[config.mk]
export PLATFORM = sky130hd
export DESIGN_NAME = swa_core
export DESIGN_NICKNAME = d
export VERILOG_FILES = /design/src/logic/swa_core.v /design/src/logic/swa_sync.v /design/src/logic/swa_fifo.v
export VERILOG_INCLUDE_DIRS = /design/src /design/src/logic
export SDC_FILE = /design/constraint.sdc
export NUM_CORES = 1
export LEC_CHECK = 0
export ABC_CLOCK_PERIOD_IN_PS = 5900
export BUFFER_PORTS_ARGS = -buffer_cell sky130_fd_sc_hd__buf_4
export CAP_MARGIN = 30
export CORE_UTILIZATION = 45
export DETAILED_ROUTE_END_ITERATION = 8
export PLACE_DENSITY_LB_ADDON = 0.05
export SYNTH_ARGS = -nofsm -noshare
export SYNTH_HDL_FRONTEND = slang
export SYNTH_HIERARCHICAL = 1
export SYNTH_SLANG_ARGS = --single-unit
[constraint.sdc]
create_clock -name clock_i -period 5.9 [get_ports clock_i]
set_input_delay 0.59 -clock clock_i [delete_from_list [all_inputs] [get_ports clock_i]]
set_output_delay 0.59 -clock clock_i [all_outputs]
set_load 0.05 [all_outputs]
[src/logic/swa_defs.vh]
`ifndef SWA_DEFS_VH
`define SWA_DEFS_VH

// ----------------------------------------------------------------------
// Byte timing in serial clocks
// ----------------------------------------------------------------------
`define SWA_CLK_EARLY 4'h8
`define SWA_CLK_LATE 4'h9
`define SWA_CNT_RESET 4'h0

// ----------------------------------------------------------------------
// Address decoding
// ----------------------------------------------------------------------
`define SWA_EXT_HI_LOW 4'h0
`define SWA_EXT_HI_HIGH 4'hF
`define SWA_ADDR_GCALL 7'h00
`define SWA_ADDR_CBUS 7'h01
`define SWA_ADDR_OTHER_BUS 7'h02
`define SWA_TENBIT_PREFIX 5'h1E
`define SWA_SVA_RESET 7'h00

// ----------------------------------------------------------------------
// Extension code kinds
// ----------------------------------------------------------------------
`define SWA_EXT_NONE 3'h0
`define SWA_EXT_GCALL 3'h1
`define SWA_EXT_CBUS 3'h2
`define SWA_EXT_OTHER_BUS 3'h3
`define SWA_EXT_TENBIT 3'h4
`define SWA_EXT_RESERVED 3'h5

// ----------------------------------------------------------------------
// Receive buffer
// ----------------------------------------------------------------------
`define SWA_FIFO_WIDTH 8
`define SWA_FIFO_DEPTH 32
`define SWA_FIFO_AW 5

`endif

[src/logic/swa_core.v]
`timescale 1ns/1ps
`default_nettype none
`include "swa_defs.vh"

module swa_core (
   input wire clock_i,                      // 40 MHz block clock
   input wire resetn_i,                     // Asynchronous active-low reset
   input wire scl_i,                        // Serial clock line level
   input wire sda_i,                        // Serial data line level
   output reg scl_o,                        // Serial clock drive value, always 0
   output reg scl_oe_o,                     // Serial clock pulled low
   output reg sda_o,                        // Serial data drive value, always 0
   output reg sda_oe_o,                     // Serial data pulled low
   input wire master_i,                     // Device acts as master
   input wire transmit_i,                   // Device transmits data bytes
   input wire wait_timing_select_i,         // 0: eighth clock, 1: ninth clock
   input wire address_wait_select_i,        // Slave address wait: 0 ninth, 1 eighth
   input wire ack_enable_i,                 // Acknowledge received data
   input wire wait_release_i,               // Pulse: cancel wait
   input wire start_request_i,              // Pulse: start requested
   input wire stop_request_i,               // Pulse: stop requested
   input wire stop_irq_enable_i,            // Interrupt on stop condition
   input wire start_irq_enable_i,           // Interrupt on start condition
   input wire bus_release_request_i,        // Pulse: leave the bus
   input wire sva_wr_i,                     // Pulse: load local address
   input wire [6:0] sva_wdata_i,            // Local slave address
   input wire shift_wr_i,                   // Pulse: write shift register
   input wire [7:0] shift_wdata_i,          // Byte to transmit
   output reg [7:0] serial_shift_o,         // Shift register contents
   output reg [6:0] local_slave_address_o,  // Local slave address
   output reg serial_bus_irq_o,             // One-cycle interrupt pulse
   output reg extension_code_flag_o,        // Extension code received
   output reg address_match_flag_o,         // Address matched
   output reg [2:0] ext_code_kind_o,        // Decoded extension code
   output reg tx_error_o,                   // Line differs from written byte
   output reg wait_o,                       // Wait state active
   output reg rx_valid_o,                   // Received byte available
   input wire rx_ready_i,                   // Received byte taken
   output reg [7:0] rx_data_o               // Received byte
);

   // ----------------------------------------------------------------------
   // Phase states
   // ----------------------------------------------------------------------
   localparam [3:0] ST_IDLE = 4'b0001;
   localparam [3:0] ST_ADDR = 4'b0010;
   localparam [3:0] ST_DATA = 4'b0100;
   localparam [3:0] ST_STANDBY = 4'b1000;

   function ext_hi;
      input [7:0] b;
      begin
         ext_hi = (b[7:4] == `SWA_EXT_HI_LOW) || (b[7:4] == `SWA_EXT_HI_HIGH);
      end
   endfunction

   function [2:0] ext_kind;
      input [6:0] a;
      begin
         if (a == `SWA_ADDR_GCALL)
            ext_kind = `SWA_EXT_GCALL;
         else if (a == `SWA_ADDR_CBUS)
            ext_kind = `SWA_EXT_CBUS;
         else if (a == `SWA_ADDR_OTHER_BUS)
            ext_kind = `SWA_EXT_OTHER_BUS;
         else if (a[6:2] == `SWA_TENBIT_PREFIX)
            ext_kind = `SWA_EXT_TENBIT;
         else
            ext_kind = `SWA_EXT_RESERVED;
      end
   endfunction

   // ----------------------------------------------------------------------
   // Reset release and pin sampling
   // ----------------------------------------------------------------------
   reg rst_meta_reg;
   reg rst_sync_reg;
   wire rstn;
   wire [1:0] pins;
   wire scl_s;
   wire sda_s;

   always @(posedge clock_i or negedge resetn_i)
   begin
      if (!resetn_i)
      begin
         rst_meta_reg <= 1'b0;
         rst_sync_reg <= 1'b0;
      end
      else
      begin
         rst_meta_reg <= 1'b1;
         rst_sync_reg <= rst_meta_reg;
      end
   end

   assign rstn = rst_sync_reg;

   swa_sync #(.WIDTH(2)) u_sync (
      .clock_i(clock_i),
      .resetn_i(rstn),
      .async_i({scl_i, sda_i}),
      .sync_o(pins)
   );

   assign scl_s = pins[1];
   assign sda_s = pins[0];

   // ----------------------------------------------------------------------
   // Bus events
   // ----------------------------------------------------------------------
   reg scl_q_reg;
   reg sda_q_reg;
   reg [3:0] state_reg;
   reg [3:0] bit_cnt_reg;
   reg [7:0] tx_byte_reg;
   reg sel_reg;
   reg match_reg;
   reg wait_reg;
   reg pend_valid_reg;
   reg [7:0] pend_data_reg;
   wire scl_rise = scl_s & ~scl_q_reg;
   wire scl_fall = ~scl_s & scl_q_reg;
   wire start_det = scl_s & scl_q_reg & sda_q_reg & ~sda_s;
   wire stop_det = scl_s & scl_q_reg & ~sda_q_reg & sda_s;
   wire fall8 = scl_fall & (bit_cnt_reg == `SWA_CLK_EARLY);
   wire fall9 = scl_fall & (bit_cnt_reg == `SWA_CLK_LATE);
   wire in_addr = (state_reg == ST_ADDR);
   wire in_data = (state_reg == ST_DATA);
   wire addr_ext = ext_hi(serial_shift_o);
   wire addr_match = (serial_shift_o[7:1] == local_slave_address_o);
   wire data_own = in_data & (master_i | sel_reg);
   wire data_fall = wait_timing_select_i ? fall9 : fall8;
   wire release_any = wait_release_i | shift_wr_i | start_request_i | stop_request_i;
   wire fifo_in_ready;
   wire fifo_out_valid;
   wire [7:0] fifo_out_data;
   wire fifo_take = fifo_out_valid & (~rx_valid_o | rx_ready_i);

   // ----------------------------------------------------------------------
   // Interrupt and wait decision
   // ----------------------------------------------------------------------
   reg event_now;

   always @*
   begin
      event_now = 1'b0;
      if (in_addr & master_i)
         event_now = fall9;
      else if (in_addr)
      begin
         // By the ninth fall the acknowledge bit has been shifted in, so the
         // late case relies on the match latched at the eighth fall.
         if (fall8 & addr_ext)
            event_now = 1'b1;
         else if (fall8 & addr_match & address_wait_select_i)
            event_now = 1'b1;
         else if (fall9 & match_reg & ~extension_code_flag_o & ~address_wait_select_i)
            event_now = 1'b1;
      end
      else if (data_own)
         event_now = data_fall;
   end

   // ----------------------------------------------------------------------
   // Data line drive, changed only while the clock is low
   // ----------------------------------------------------------------------
   reg drive_low;
   wire tx_phase = (in_addr & master_i) | (data_own & transmit_i);

   always @*
   begin
      drive_low = 1'b0;
      if (tx_phase & (bit_cnt_reg < `SWA_CLK_EARLY))
         drive_low = ~tx_byte_reg[3'h7 - bit_cnt_reg[2:0]];
      else if (bit_cnt_reg == `SWA_CLK_EARLY)
      begin
         if (in_addr & ~master_i & sel_reg)
            drive_low = match_reg | ack_enable_i;
         else if (data_own & ~transmit_i)
            drive_low = ack_enable_i;
      end
   end

   // ----------------------------------------------------------------------
   // Sequencer
   // ----------------------------------------------------------------------
   always @(posedge clock_i or negedge rstn)
   begin
      if (!rstn)
      begin
         scl_q_reg <= 1'b1;
         sda_q_reg <= 1'b1;
         state_reg <= ST_IDLE;
         bit_cnt_reg <= `SWA_CNT_RESET;
         tx_byte_reg <= 8'hFF;
         sel_reg <= 1'b0;
         match_reg <= 1'b0;
         wait_reg <= 1'b0;
         pend_valid_reg <= 1'b0;
         pend_data_reg <= 8'h00;
         scl_o <= 1'b0;
         scl_oe_o <= 1'b0;
         sda_o <= 1'b0;
         sda_oe_o <= 1'b0;
         serial_shift_o <= 8'h00;
         local_slave_address_o <= `SWA_SVA_RESET;
         serial_bus_irq_o <= 1'b0;
         extension_code_flag_o <= 1'b0;
         address_match_flag_o <= 1'b0;
         ext_code_kind_o <= `SWA_EXT_NONE;
         tx_error_o <= 1'b0;
         wait_o <= 1'b0;
         rx_valid_o <= 1'b0;
         rx_data_o <= 8'h00;
      end
      else
      begin
         scl_q_reg <= scl_s;
         sda_q_reg <= sda_s;
         scl_o <= 1'b0;
         sda_o <= 1'b0;
         serial_bus_irq_o <= 1'b0;
         // Only an explicit load changes the local address.
         if (sva_wr_i)
            local_slave_address_o <= sva_wdata_i;
         if (shift_wr_i)
         begin
            tx_byte_reg <= shift_wdata_i;
            serial_shift_o <= shift_wdata_i;
         end
         else if (scl_rise)
            serial_shift_o <= {serial_shift_o[6:0], sda_s};
         if (scl_rise & ~state_reg[0])
            bit_cnt_reg <= bit_cnt_reg + 1'b1;
         if (release_any)
            wait_reg <= 1'b0;
         if (event_now)
         begin
            serial_bus_irq_o <= 1'b1;
            wait_reg <= 1'b1;
         end
         if (fall8 & tx_phase)
            tx_error_o <= (serial_shift_o != tx_byte_reg);
         if (fall8 & in_addr & ~master_i)
         begin
            // Flags come from the hardware compare alone.
            extension_code_flag_o <= addr_ext;
            address_match_flag_o <= addr_match;
            ext_code_kind_o <= addr_ext ? ext_kind(serial_shift_o[7:1]) : `SWA_EXT_NONE;
            sel_reg <= addr_match | addr_ext;
            match_reg <= addr_match;
         end
         // A received byte waits here while the buffer is full; the clock is
         // stretched meanwhile so no byte is ever overwritten.
         if (fall8 & data_own & ~transmit_i)
         begin
            pend_valid_reg <= 1'b1;
            pend_data_reg <= serial_shift_o;
         end
         else if (fifo_in_ready)
            pend_valid_reg <= 1'b0;
         if (fall9)
         begin
            bit_cnt_reg <= `SWA_CNT_RESET;
            if (in_addr)
               state_reg <= (master_i | sel_reg) ? ST_DATA : ST_STANDBY;
         end
         if (bus_release_request_i)
         begin
            state_reg <= ST_STANDBY;
            sel_reg <= 1'b0;
            wait_reg <= 1'b0;
         end
         if (stop_det)
         begin
            state_reg <= ST_IDLE;
            sel_reg <= 1'b0;
            wait_reg <= 1'b0;
            bit_cnt_reg <= `SWA_CNT_RESET;
            serial_bus_irq_o <= stop_irq_enable_i;
         end
         if (start_det)
         begin
            state_reg <= ST_ADDR;
            sel_reg <= 1'b0;
            match_reg <= 1'b0;
            wait_reg <= 1'b0;
            bit_cnt_reg <= `SWA_CNT_RESET;
            extension_code_flag_o <= 1'b0;
            address_match_flag_o <= 1'b0;
            ext_code_kind_o <= `SWA_EXT_NONE;
            serial_bus_irq_o <= start_irq_enable_i;
         end
         if (~scl_s)
            sda_oe_o <= drive_low & ~state_reg[3] & ~bus_release_request_i;
         scl_oe_o <= (event_now | (wait_reg & ~release_any & ~bus_release_request_i)
                     | pend_valid_reg) & ~stop_det & ~start_det;
         wait_o <= (event_now | (wait_reg & ~release_any & ~bus_release_request_i))
                   & ~stop_det & ~start_det;
         if (fifo_take)
         begin
            rx_valid_o <= 1'b1;
            rx_data_o <= fifo_out_data;
         end
         else if (rx_ready_i)
            rx_valid_o <= 1'b0;
      end
   end

   // ----------------------------------------------------------------------
   // Receive buffer
   // ----------------------------------------------------------------------
   swa_fifo #(
      .WIDTH(`SWA_FIFO_WIDTH),
      .DEPTH(`SWA_FIFO_DEPTH),
      .AW(`SWA_FIFO_AW)
   ) u_fifo (
      .clock_i(clock_i),
      .resetn_i(rstn),
      .in_valid_i(pend_valid_reg),
      .in_ready_o(fifo_in_ready),
      .in_data_i(pend_data_reg),
      .out_valid_o(fifo_out_valid),
      .out_ready_i(fifo_take),
      .out_data_o(fifo_out_data)
   );

endmodule // swa_core

`default_nettype wire

[src/logic/swa_sync.v]
`timescale 1ns/1ps
`default_nettype none

module swa_sync #(
   parameter WIDTH = 2
)(
   input wire clock_i,                  // Block clock
   input wire resetn_i,                 // Active-low reset
   input wire [WIDTH-1:0] async_i,      // Asynchronous levels
   output wire [WIDTH-1:0] sync_o       // Synchronised levels
);

   reg [WIDTH-1:0] meta_reg;
   reg [WIDTH-1:0] sync_reg;

   // Idle bus lines are high, so reset to ones to avoid false conditions.
   always @(posedge clock_i or negedge resetn_i)
   begin
      if (!resetn_i)
      begin
         meta_reg <= {WIDTH{1'b1}};
         sync_reg <= {WIDTH{1'b1}};
      end
      else
      begin
         meta_reg <= async_i;
         sync_reg <= meta_reg;
      end
   end

   assign sync_o = sync_reg;

endmodule // swa_sync

`default_nettype wire

[src/logic/swa_fifo.v]
`timescale 1ns/1ps
`default_nettype none

module swa_fifo #(
   parameter WIDTH = 8,
   parameter DEPTH = 32,
   parameter AW = 5
)(
   input wire clock_i,                  // Block clock
   input wire resetn_i,                 // Active-low reset
   input wire in_valid_i,               // Write request
   output wire in_ready_o,              // Room available
   input wire [WIDTH-1:0] in_data_i,    // Write data
   output wire out_valid_o,             // Data available
   input wire out_ready_i,              // Read accept
   output wire [WIDTH-1:0] out_data_o   // Read data
);

   reg [WIDTH-1:0] mem [0:DEPTH-1];
   reg [AW-1:0] wr_ptr_reg;
   reg [AW-1:0] rd_ptr_reg;
   reg [AW:0] count_reg;
   wire do_wr;
   wire do_rd;

   assign in_ready_o = (count_reg != DEPTH[AW:0]);
   assign out_valid_o = (count_reg != {(AW+1){1'b0}});
   assign do_wr = in_valid_i & in_ready_o;
   assign do_rd = out_ready_i & out_valid_o;
   assign out_data_o = mem[rd_ptr_reg];

   always @(posedge clock_i)
   begin
      if (do_wr)
         mem[wr_ptr_reg] <= in_data_i;
   end

   always @(posedge clock_i or negedge resetn_i)
   begin
      if (!resetn_i)
      begin
         wr_ptr_reg <= {AW{1'b0}};
         rd_ptr_reg <= {AW{1'b0}};
         count_reg <= {(AW+1){1'b0}};
      end
      else
      begin
         if (do_wr)
            wr_ptr_reg <= wr_ptr_reg + 1'b1;
         if (do_rd)
            rd_ptr_reg <= rd_ptr_reg + 1'b1;
         if (do_wr & ~do_rd)
            count_reg <= count_reg + 1'b1;
         else if (do_rd & ~do_wr)
            count_reg <= count_reg - 1'b1;
      end
   end

endmodule // swa_fifo

`default_nettype wire

[Word-level counts from Yosys, hierarchy flattened]
Memory sizes are Yosys's and may differ from the RTL's. A register that Yosys moved wholly into a read port is not among the register bits.
Cells that the tools add are included.
Word-level totals
  register bits: 77
  memory bits (writable): 256
  input port bits: 33
  output and inout port bits: 36
  logic and storage cells: 188
  memories kept: 1
Memory list
  u_fifo.mem: depth 32, bits a word 8, rd ports 1, clocked after memory_dff 1, write ports 1, line swa_fifo.v:19  | reg [WIDTH-1:0] mem [0:DEPTH-1];
Cells by class
  add/subtract/negate cells: 6
  magnitude comparators: 2
  equal/unequal tests: 11
  multiplexer cells: 56
  bitwise gates (word level): 69
  reduce and logical (&&, ||, !) cells: 16
Operators by type and width (count)
  $and A1 B1 Y1: 41
  $mux W4: 10
  $mux W1: 35
  $mux W3: 6
  $not A1 Y1: 18
  $mux W8: 2
  $reduce_bool A4 Y1: 4
  $eq A4 B4 Y1 const B: 3
  $mux W6: 2
  $add A5 B1 Y5 const B: 2
  $or A1 B1 Y1: 10
  $reduce_bool A2 Y1: 5
  $ne A8 B8 Y1: 1
  $eq A7 B1 Y1 const B: 1
  $eq A7 B2 Y1 const B: 1
  $eq A7 B7 Y1: 1
  $logic_not A7 Y1: 1
  $add A6 B1 Y6 const B: 1
  $ne A6 B6 Y1 const B: 1
  $reduce_bool A6 Y1: 1
  $sub A6 B1 Y6 const B: 1
  $eq A5 B5 Y1 const B: 1
  $reduce_bool A5 Y1: 1
  $add A4 B1 Y4 const B: 1
  10 further kinds: 10

[Logic depth before layout (Yosys ltp)]
Gate-level depths: netlist of run 1.
  depth in word-level cells: 15
  depth in mapped cells: 13
  depth with buffers taken out: 13

[Hierarchy]
Netlist of run 1, hierarchy kept.
Modules (own cells, without submodules)
  swa_fifo: times used 1, cells an instance 559, area each 10946.7 µm², seq. area each 8087.8 µm²
  swa_core: times used 1, cells an instance 275, area each 3054.2 µm², seq. area each 1640.3 µm²
  swa_sync: times used 1, cells an instance 4, area each 105.1 µm², seq. area each 105.1 µm²

[Worst setup path before layout of run 1]
Ideal clock, no wire load.
  kind: reg2reg
  from: register u_fifo.count_reg[1]
  to: register u_fifo.count_reg[5]
  library setup time: 0.086 ns
  arrival time: 3.004 ns
  required time: 5.814 ns
  path slack: 2.810 ns
  stages on the path, launching flop included: 14
  path buffers: 0
  period minus slack after synthesis: 3.090 ns
  cells stage by stage: dfrtp_1 -> or4_4 -> or3_1 -> nand2_1 -> inv_1 -> o31a_1 -> inv_1 -> ha_1 -> inv_1 -> ha_1 -> a211oi_1 -> a21oi_1 -> o21a_1 -> nor3_1
On the way
  longest elaborated chain between the ends: 6
  elaborated cells between the ends (all ways): 14
RTL lines
  start, declared: line swa_fifo.v:22  | reg [AW:0] count_reg;
  start signal, assigned: line swa_fifo.v:44  | count_reg <= {(AW+1){1'b0}};
  start signal, assigned: line swa_fifo.v:53  | count_reg <= count_reg + 1'b1;
  start signal, assigned: line swa_fifo.v:55  | count_reg <= count_reg - 1'b1;
  $reduce_bool A6 Y1 (*): line swa_fifo.v:27  | assign out_valid_o = (count_reg != {(AW+1){1'b0}});
  net fifo_out_valid: line swa_core.v:136  | wire fifo_out_valid;
  $and A1 B1 Y1 (*): line swa_core.v:138  | wire fifo_take = fifo_out_valid & (~rx_valid_o | rx_ready_i);
  net fifo_take: line swa_core.v:138
  $and A1 B1 Y1 (*): line swa_fifo.v:29  | assign do_rd = out_ready_i & out_valid_o;
  $not A1 Y1: line swa_fifo.v:52  | if (do_wr & ~do_rd)
  $and A1 B1 Y1: line swa_fifo.v:52
  $mux W6 or $reduce_bool A2 Y1 (tied branches)
Mark *: on every way through the listed nets, which the timed path passes. The rest lies on a longest branch. The select of a mux whose other input is x is not followed.
A chain may end at the register's enable or synchronous reset.

[Final worst setup path of run 1]
  from: register u_fifo.count_reg[1]
  to: register u_fifo.count_reg[4]
The elaborated chain is that of the path after synthesis.

==> results of run 1 <==
## worst min path at each step
stage	from	end	cells after the start	slack [ps]
floorplan	resetn_i	rst_meta_reg$_DFF_PN0_	0	290
global placement	rst_sync_reg$_DFF_PN0_	local_slave_address_o[5]$_DFFE_PN0P_	0	310
detailed placement	rst_sync_reg$_DFF_PN0_	local_slave_address_o[1]$_DFFE_PN0P_	0	310
CTS	sda_i	u_sync/meta_reg[0]$_DFF_PN1_	1	170
global route	sda_i	u_sync/meta_reg[0]$_DFF_PN1_	1	170
finish	sda_i	u_sync/meta_reg[0]$_DFF_PN1_	1	190
## through the flow
step           util, %  cells  hold WS, ps  area, sq um  power [mW]
2_1_floorplan        -    839        294.4        14110       2.828
6_report         52.97   1341        186.5        16290       5.158
5_1_grt          52.97   1341        167.5        16290       5.328
4_1_cts          52.78   1338        167.0        16230       5.211
3_5_place_dp     48.74   1269        306.2        14990       2.906
3_3_place_gp     48.49   1265        307.6        14910       2.900
## worst max-delay path: stages, from the launching register on
cell and delay (ps):
dfrtp_1 420, or4_4 580, or3_1 340, nand2_1 400, inv_1 80, o31a_1 180, inv_1 90, ha_1 230
inv_1 160, ha_1 330, nor2b_1 140, o21ai_0 260, nor3b_1 300, o31ai_1 110
## cell usage in the layout (no fill, tap or decap), drive strengths merged, types with 3 or more instances in the layout
master  Yosys  final
nor2b       4      4
nand2b      4      4
o22ai       8      8
or4         3      3
dfrtp      70     70
clkbuf     18     55
nand3       6      6
dfstp      15     15
nor3        4      4
conb        2      3
a22o        7      7
nand4      10     10
xor2        7      7
o221ai      8      8
inv        25     26
xnor2      24     24
nor2       56     56
ha         13     13
a21oi      18     18
a22oi       8      8
nor4        4      4
nand2      39     39
o21ai      29     29
buf        27     82
a211oi     19     19
edfxtp    256    256
mux2       25     25
nand3b      5      5
or3         5      5
clkinv      0      9
mux2i      40     40
mux4       52     52
## cell usage after synthesis, types with 15 or more instances
library cell  count  area share [%]
a21oi_1          18            0.64
a211oi_1         19             1.0
edfxtp_1        256              54
xnor2_1          24             1.5
o21ai_0          29             1.0
clkbuf_1         18            0.48
dfstp_2          15             2.8
dfrtp_1          70              12
mux2_2           25             2.0
mux2i_1          40             2.8
nor2_1           56             1.5
nand2_1          34            0.90
mux4_2           30             4.8
mux4_1           22             4.1
inv_1            25            0.67
## logic make-up after synthesis
family                     count (synthesis)  synth area share [%]
DFF                                      341                 69.71
and+or+nand+nor                          149                 5.286
muxes                                    117                 13.72
AOI/OAI and AO/OA                        114                 5.446
buffers and inverters                     70                 2.563
xor gates and xnor gates                  31                 1.925
adders and majority gates                 14                 1.295
other                                      2               0.05324
## cell type report
class / instances / share of cell area [%]
clock inverter: 13 / 0.7067
sequential: 341 / 60.42
inverter: 25 / 0.5761
multi-input combinational: 428 / 24.03
clock buffer: 55 / 6.859
tap: 396 / 3.042
timing repair buffer: 83 / 4.363
## routing by layer
metal | up-vias | global-route usage (%) | share of wire, %
met3 | 56 | 3.796 | 5.3
li1 | 3427 | - | -
met4 | 0 | 5.826 | 2.3
met1 | 3969 | 27.96 | 44
met5 | - | 0 | 0
met2 | 226 | 33.43 | 48
## power groups by stage
stage,logic (mW),clock network (mW),registers [mW]
after detailed placement,0.206,0,2.70
after global placement,0.202,0,2.70
after CTS,0.209,2.35,2.65
after floorplan,0.114,0,2.71
after global routing,0.224,2.45,2.66
final,0.206,2.30,2.65
==> flow_summary.yaml, run 1 <==
timing:
  tightest_slew_ps: 932.4
  hold_viol: 0
  finalClockSkew_ps: 14.07
  setup_violations: 0
  rsz0062_at_grt: "no"
  setup_tns_ps: 0
  period_needed_ps: 3762
  period_share_pct: 63.77
  maxSlewHeadroom_pct: 37.61
  slew_violations: 0
  fin_ws_ps: 2138
  max_freq_mhz: 265.8
clock_network:
  cts_tree: "done"
  cts_hold_buf: 1
  cts_buffer_depth: 3
  cts_setup_buffers: 0
  clk_latency_ps: 510
  ctsResizeCount: 0
  root_buffer: "clkbuf_16"
  cts.sinks: 341
  cts_made_buffers: 37
  h-tree-depth: 2
  clk_pin_slew_ps: 60
synth:
  synth-seq-cells: 341
  yosysUniqueCellTypes: 62
  ys_async_sr_fraction_pct: 24.93
  ys_seq_area_share_pct: 69.71
  syn_inst: 838
  synth-main-ff-cell: "edfxtp_1"
  synth_area_sq_mm: 0.01411
  synth_edf_count: 256
  synth.avg_cell_area_sq_um: 16.83
  yosysWarnings: 6
cells_and_area:
  area_growth_syn_to_layout_pct: 15.48
  antenna_cells: 0
  drive_above_1_share_pct: 23.17
  top_register: "u_fifo/mem"
  nNetsFinal: 963
  fill_cells: 2520
  largest_reg_flops: 256
  multi_input_area_sq_mm: 0.003915
  regArea_sq_mm: 0.009842
setup_path:
  rr_endpoint: "u_fifo/count_reg[4]$_DFFE_PN0P_"
  start_kind: "flip-flop"
  reg2reg_depth: 13
  arrival_ps: 4140
  worstSetupEndpointType: "flip-flop"
  crit_required_ps: 6280
  crit_path_start: "u_fifo/count_reg[1]$_DFFE_PN0P_"
  rrSetupSlack_ps: 2140
  critical_path_class: "flip-flop to flip-flop"
  cp-endpoint: "u_fifo/count_reg[4]$_DFFE_PN0P_"
  critPathMaxFanout: 9
  r2r-start: "u_fifo/count_reg[1]$_DFFE_PN0P_"
place:
  post-place-ws_ps: 2215
  hpwl_mm: 20.33
  globalplace.congestion: 0.8192
  port_buffers: 66
grt:
  grt_max_degree: 48
  first_global_vias: 7865
  globalRouteOverflowTotal: 0
  grt_antenna_before_repair: 0
  grt_usage_pct: 20.45
  grt_pass1_wl_mm: 47.98
floorplanning:
  core_sq_mm: 0.03075
  initial_core_util_pct: 45.87
  dieArea_sq_mm: 0.03206
  row_count: 64
  pin_count: 69
  dieHeight_um: 179.1
  die_w_um: 179.1
detailed_routing:
  drc_errors: 2
  num_vias: 7678
  initialDrtViolationCount: 652
  first_pass_iters: 7
  wl_per_cell_um: 23.59
  wl_mm: 31.63
  vias_per_cell: 5.726
  final_antenna_net_count: 0
pwr:
  p_sw_mw: 1.079
  leakagePower_nw: 6.630
  p_seq_share_pct: 51.4
  combPwrFrac_pct: 4.0
  p_int_mw: 4.079
  switching_share_pct: 20.92
  p_per_area_mw_per_mm2: 316.7
  pwr-share-clk_pct: 44.6
  ir_worst_vdd_uv: 201.1
status:
  violations: "DRC"
  outcome: "finished with violations"
job:
  cap_violations: 0
hold_path:
  min_path_type: "primary input to flip-flop"
(Power assumes the default switching activity.)
==> run 2: changes to the inputs <==
--- a/config.mk
+++ b/config.mk
@@ -6,7 +6,7 @@
 export SDC_FILE = /design/constraint.sdc
 export NUM_CORES = 1
 export LEC_CHECK = 0
-export ABC_CLOCK_PERIOD_IN_PS = 5900
+export ABC_CLOCK_PERIOD_IN_PS = 3400
 export BUFFER_PORTS_ARGS = -buffer_cell sky130_fd_sc_hd__buf_4
 export CAP_MARGIN = 30
 export CORE_UTILIZATION = 45
==> constraint.sdc (replaced) <==
create_clock -name clock_i -period 3.4 [get_ports clock_i]
set_input_delay 0.34 -clock clock_i [delete_from_list [all_inputs] [get_ports clock_i]]
set_output_delay 0.34 -clock clock_i [all_outputs]
set_load 0.05 [all_outputs]
==> run 2 against run 1 <==
Effect of this change: the run still ends with DRC left; total power up 68%; utilization grew 0.20 points; first-iteration DRC count is 27% lower; fmax increased by 18%; critical endpoint unchanged; largest power group unchanged.
==> flow_summary.yaml, run 2 (same netlist as run 1, synthesis figures left out) <==
status:
  outcome: "finished with violations"
  violations: "DRC"
timing:
  hold_viol: 0
  finalClockSkew_ps: 17.08
  maxSlewHeadroom_pct: 38.66
  fin_hold_ws_ps: 59.30
  max_freq_mhz: 312.9
  setup_tns_ps: 0
  period_needed_ps: 3196
  tightest_slew_ps: 920.2
  rsz0062_at_grt: "no"
  fin_ws_ps: 204.1
  slew_violations: 0
  setup_violations: 0
  period_share_pct: 94.00
setup_path:
  critical_path_class: "flip-flop to flip-flop"
  max_stage_delay_ps: 550
  crit_family: "simple AND/OR/NAND/NOR gates"
  crit_path_start: "u_fifo/count_reg[0]$_DFFE_PN0P_"
  crit_top_cell: "inv_1"
  crit_required_ps: 3800
  worstSetupEndpointType: "flip-flop"
  start_kind: "flip-flop"
  crit_buf_inv: 3
  cp_num_cells: 13
  r2r-start: "u_fifo/count_reg[0]$_DFFE_PN0P_"
  crit_slowest_cell: "or4_4"
  path_cells: "or4_4 > or3_1 > nand2_1 > inv_1 > o31a_1 > inv_1 > ha_1 > inv_1 > ha_1 > nor2b_1 > o21ai_0 > a21boi_0 > o31ai_1"
  arrival_ps: 3600
  reg2reg_depth: 13
  rr_endpoint: "u_fifo/count_reg[4]$_DFFE_PN0P_"
  cp-endpoint: "u_fifo/count_reg[4]$_DFFE_PN0P_"
  critPathMaxFanout: 7
  rrSetupSlack_ps: 200
clock_network:
  cts_made_buffers: 36
  cts_buffer_depth: 3
  clk_latency_ps: 510
  cts_tree: "done"
  cts.sinks: 341
  root_buffer: "clkbuf_16"
  h-tree-depth: 2
  clk_pin_slew_ps: 60
  ctsResizeCount: 0
floorplanning:
  pin_count: 69
  initial_core_util_pct: 45.87
  dieArea_sq_mm: 0.03206
  dieHeight_um: 179.1
  core_sq_mm: 0.03075
  row_count: 64
  die_w_um: 179.1
detailed_routing:
  first_pass_iters: 7
  wl_mm: 31.01
  drc_errors: 2
  wl_per_cell_um: 22.92
  initialDrtViolationCount: 475
  num_vias: 7668
  final_antenna_net_count: 0
  vias_per_cell: 5.667
place:
  post-place-ws_ps: 243.1
  globalplace.congestion: 0.8344
  placedInstanceArea_sq_mm: 0.01516
  hpwl_mm: 20.69
  place_inst: 1284
  port_buffers: 66
cells_and_area:
  final_util_pct: 53.17
  layout_commonest_cell: "edfxtp_1"
  post-route-cell-area_sq_mm: 0.01635
  top_register: "u_fifo/mem"
  area_growth_syn_to_layout_pct: 15.90
  layout.cells.non_filler: 1353
  final_cell_mix: "256 x edfxtp_1, 88 x buf_4, 67 x dfrtp_1"
  nNetsFinal: 978
  drive_above_1_share_pct: 23.62
  antenna_cells: 0
  largest_reg_flops: 256
pwr:
  p_per_area_mw_per_mm2: 529.1
  leakagePower_nw: 6.656
  ir_worst_vdd_uv: 373.1
  p_total_mw: 8.650
grt:
  grt_antenna_before_repair: 0
  grt_pass1_wl_mm: 47.74
  grt_max_degree: 36
  first_global_vias: 7913
  globalRouteOverflowTotal: 0
  grt_usage_pct: 20.30
hold_path:
  min_path_type: "primary input to flip-flop"
job:
  cap_violations: 0
## run 2: what timing repair did
item                      4_1_cts  5_1_grt
hold endpoints to repair        4        0
hold buffers                    3        0
setup buffers                   0        0
## run 2: layer usage
layer  up-vias  track usage (%)  routed length (um)
met4         0            4.873                 565
met3        43            3.456                1438
li1       3464                -                   -
met5         -                0                   0
met1      3942            28.06               13700
met2       219            33.53               15310
## run 2: area by class of cell
class	count	area, sq um
Fill cell	2489	14400
Sequential cell	341	9842
Multi-Input combinational cell	428	3915
Clock buffer	55	1035
Timing Repair Buffer	99	883.3
Tap cell	396	495.5
Inverter	25	93.84
Clock inverter	9	85.08
## run 2: worst register-to-register path, stage by stage, from the launching register on
cell,delay (ps)
dfrtp_1,420
or4_4,550
or3_1,330
nand2_1,90
inv_1,40
o31a_1,100
inv_1,60
ha_1,220
inv_1,160
ha_1,340
nor2b_1,150
o21ai_0,240
a21boi_0,140
o31ai_1,260
## run 2: worst min-delay path by stage
stage                     depth (start not counted)  slack (ps)            from                                   end
after detailed placement                          1         130        resetn_i                rst_meta_reg$_DFF_PN0_
after floorplan                                   0          40        resetn_i                rst_meta_reg$_DFF_PN0_
after CTS                                         2          40  sva_wdata_i[4]  local_slave_address_o[4]$_DFFE_PN0P_
final                                             2          60  sva_wdata_i[4]  local_slave_address_o[4]$_DFFE_PN0P_
after global routing                              2          50  sva_wdata_i[0]  local_slave_address_o[0]$_DFFE_PN0P_
after global placement                            1         120        resetn_i                rst_meta_reg$_DFF_PN0_
## run 2: power by group
part	switching, mW	total, mW	internal [mW]
combinational	0.202	0.360	0.159
clock	1.51	3.69	2.18
sequential	0.104	4.60	4.49
total	1.82	8.65	6.83
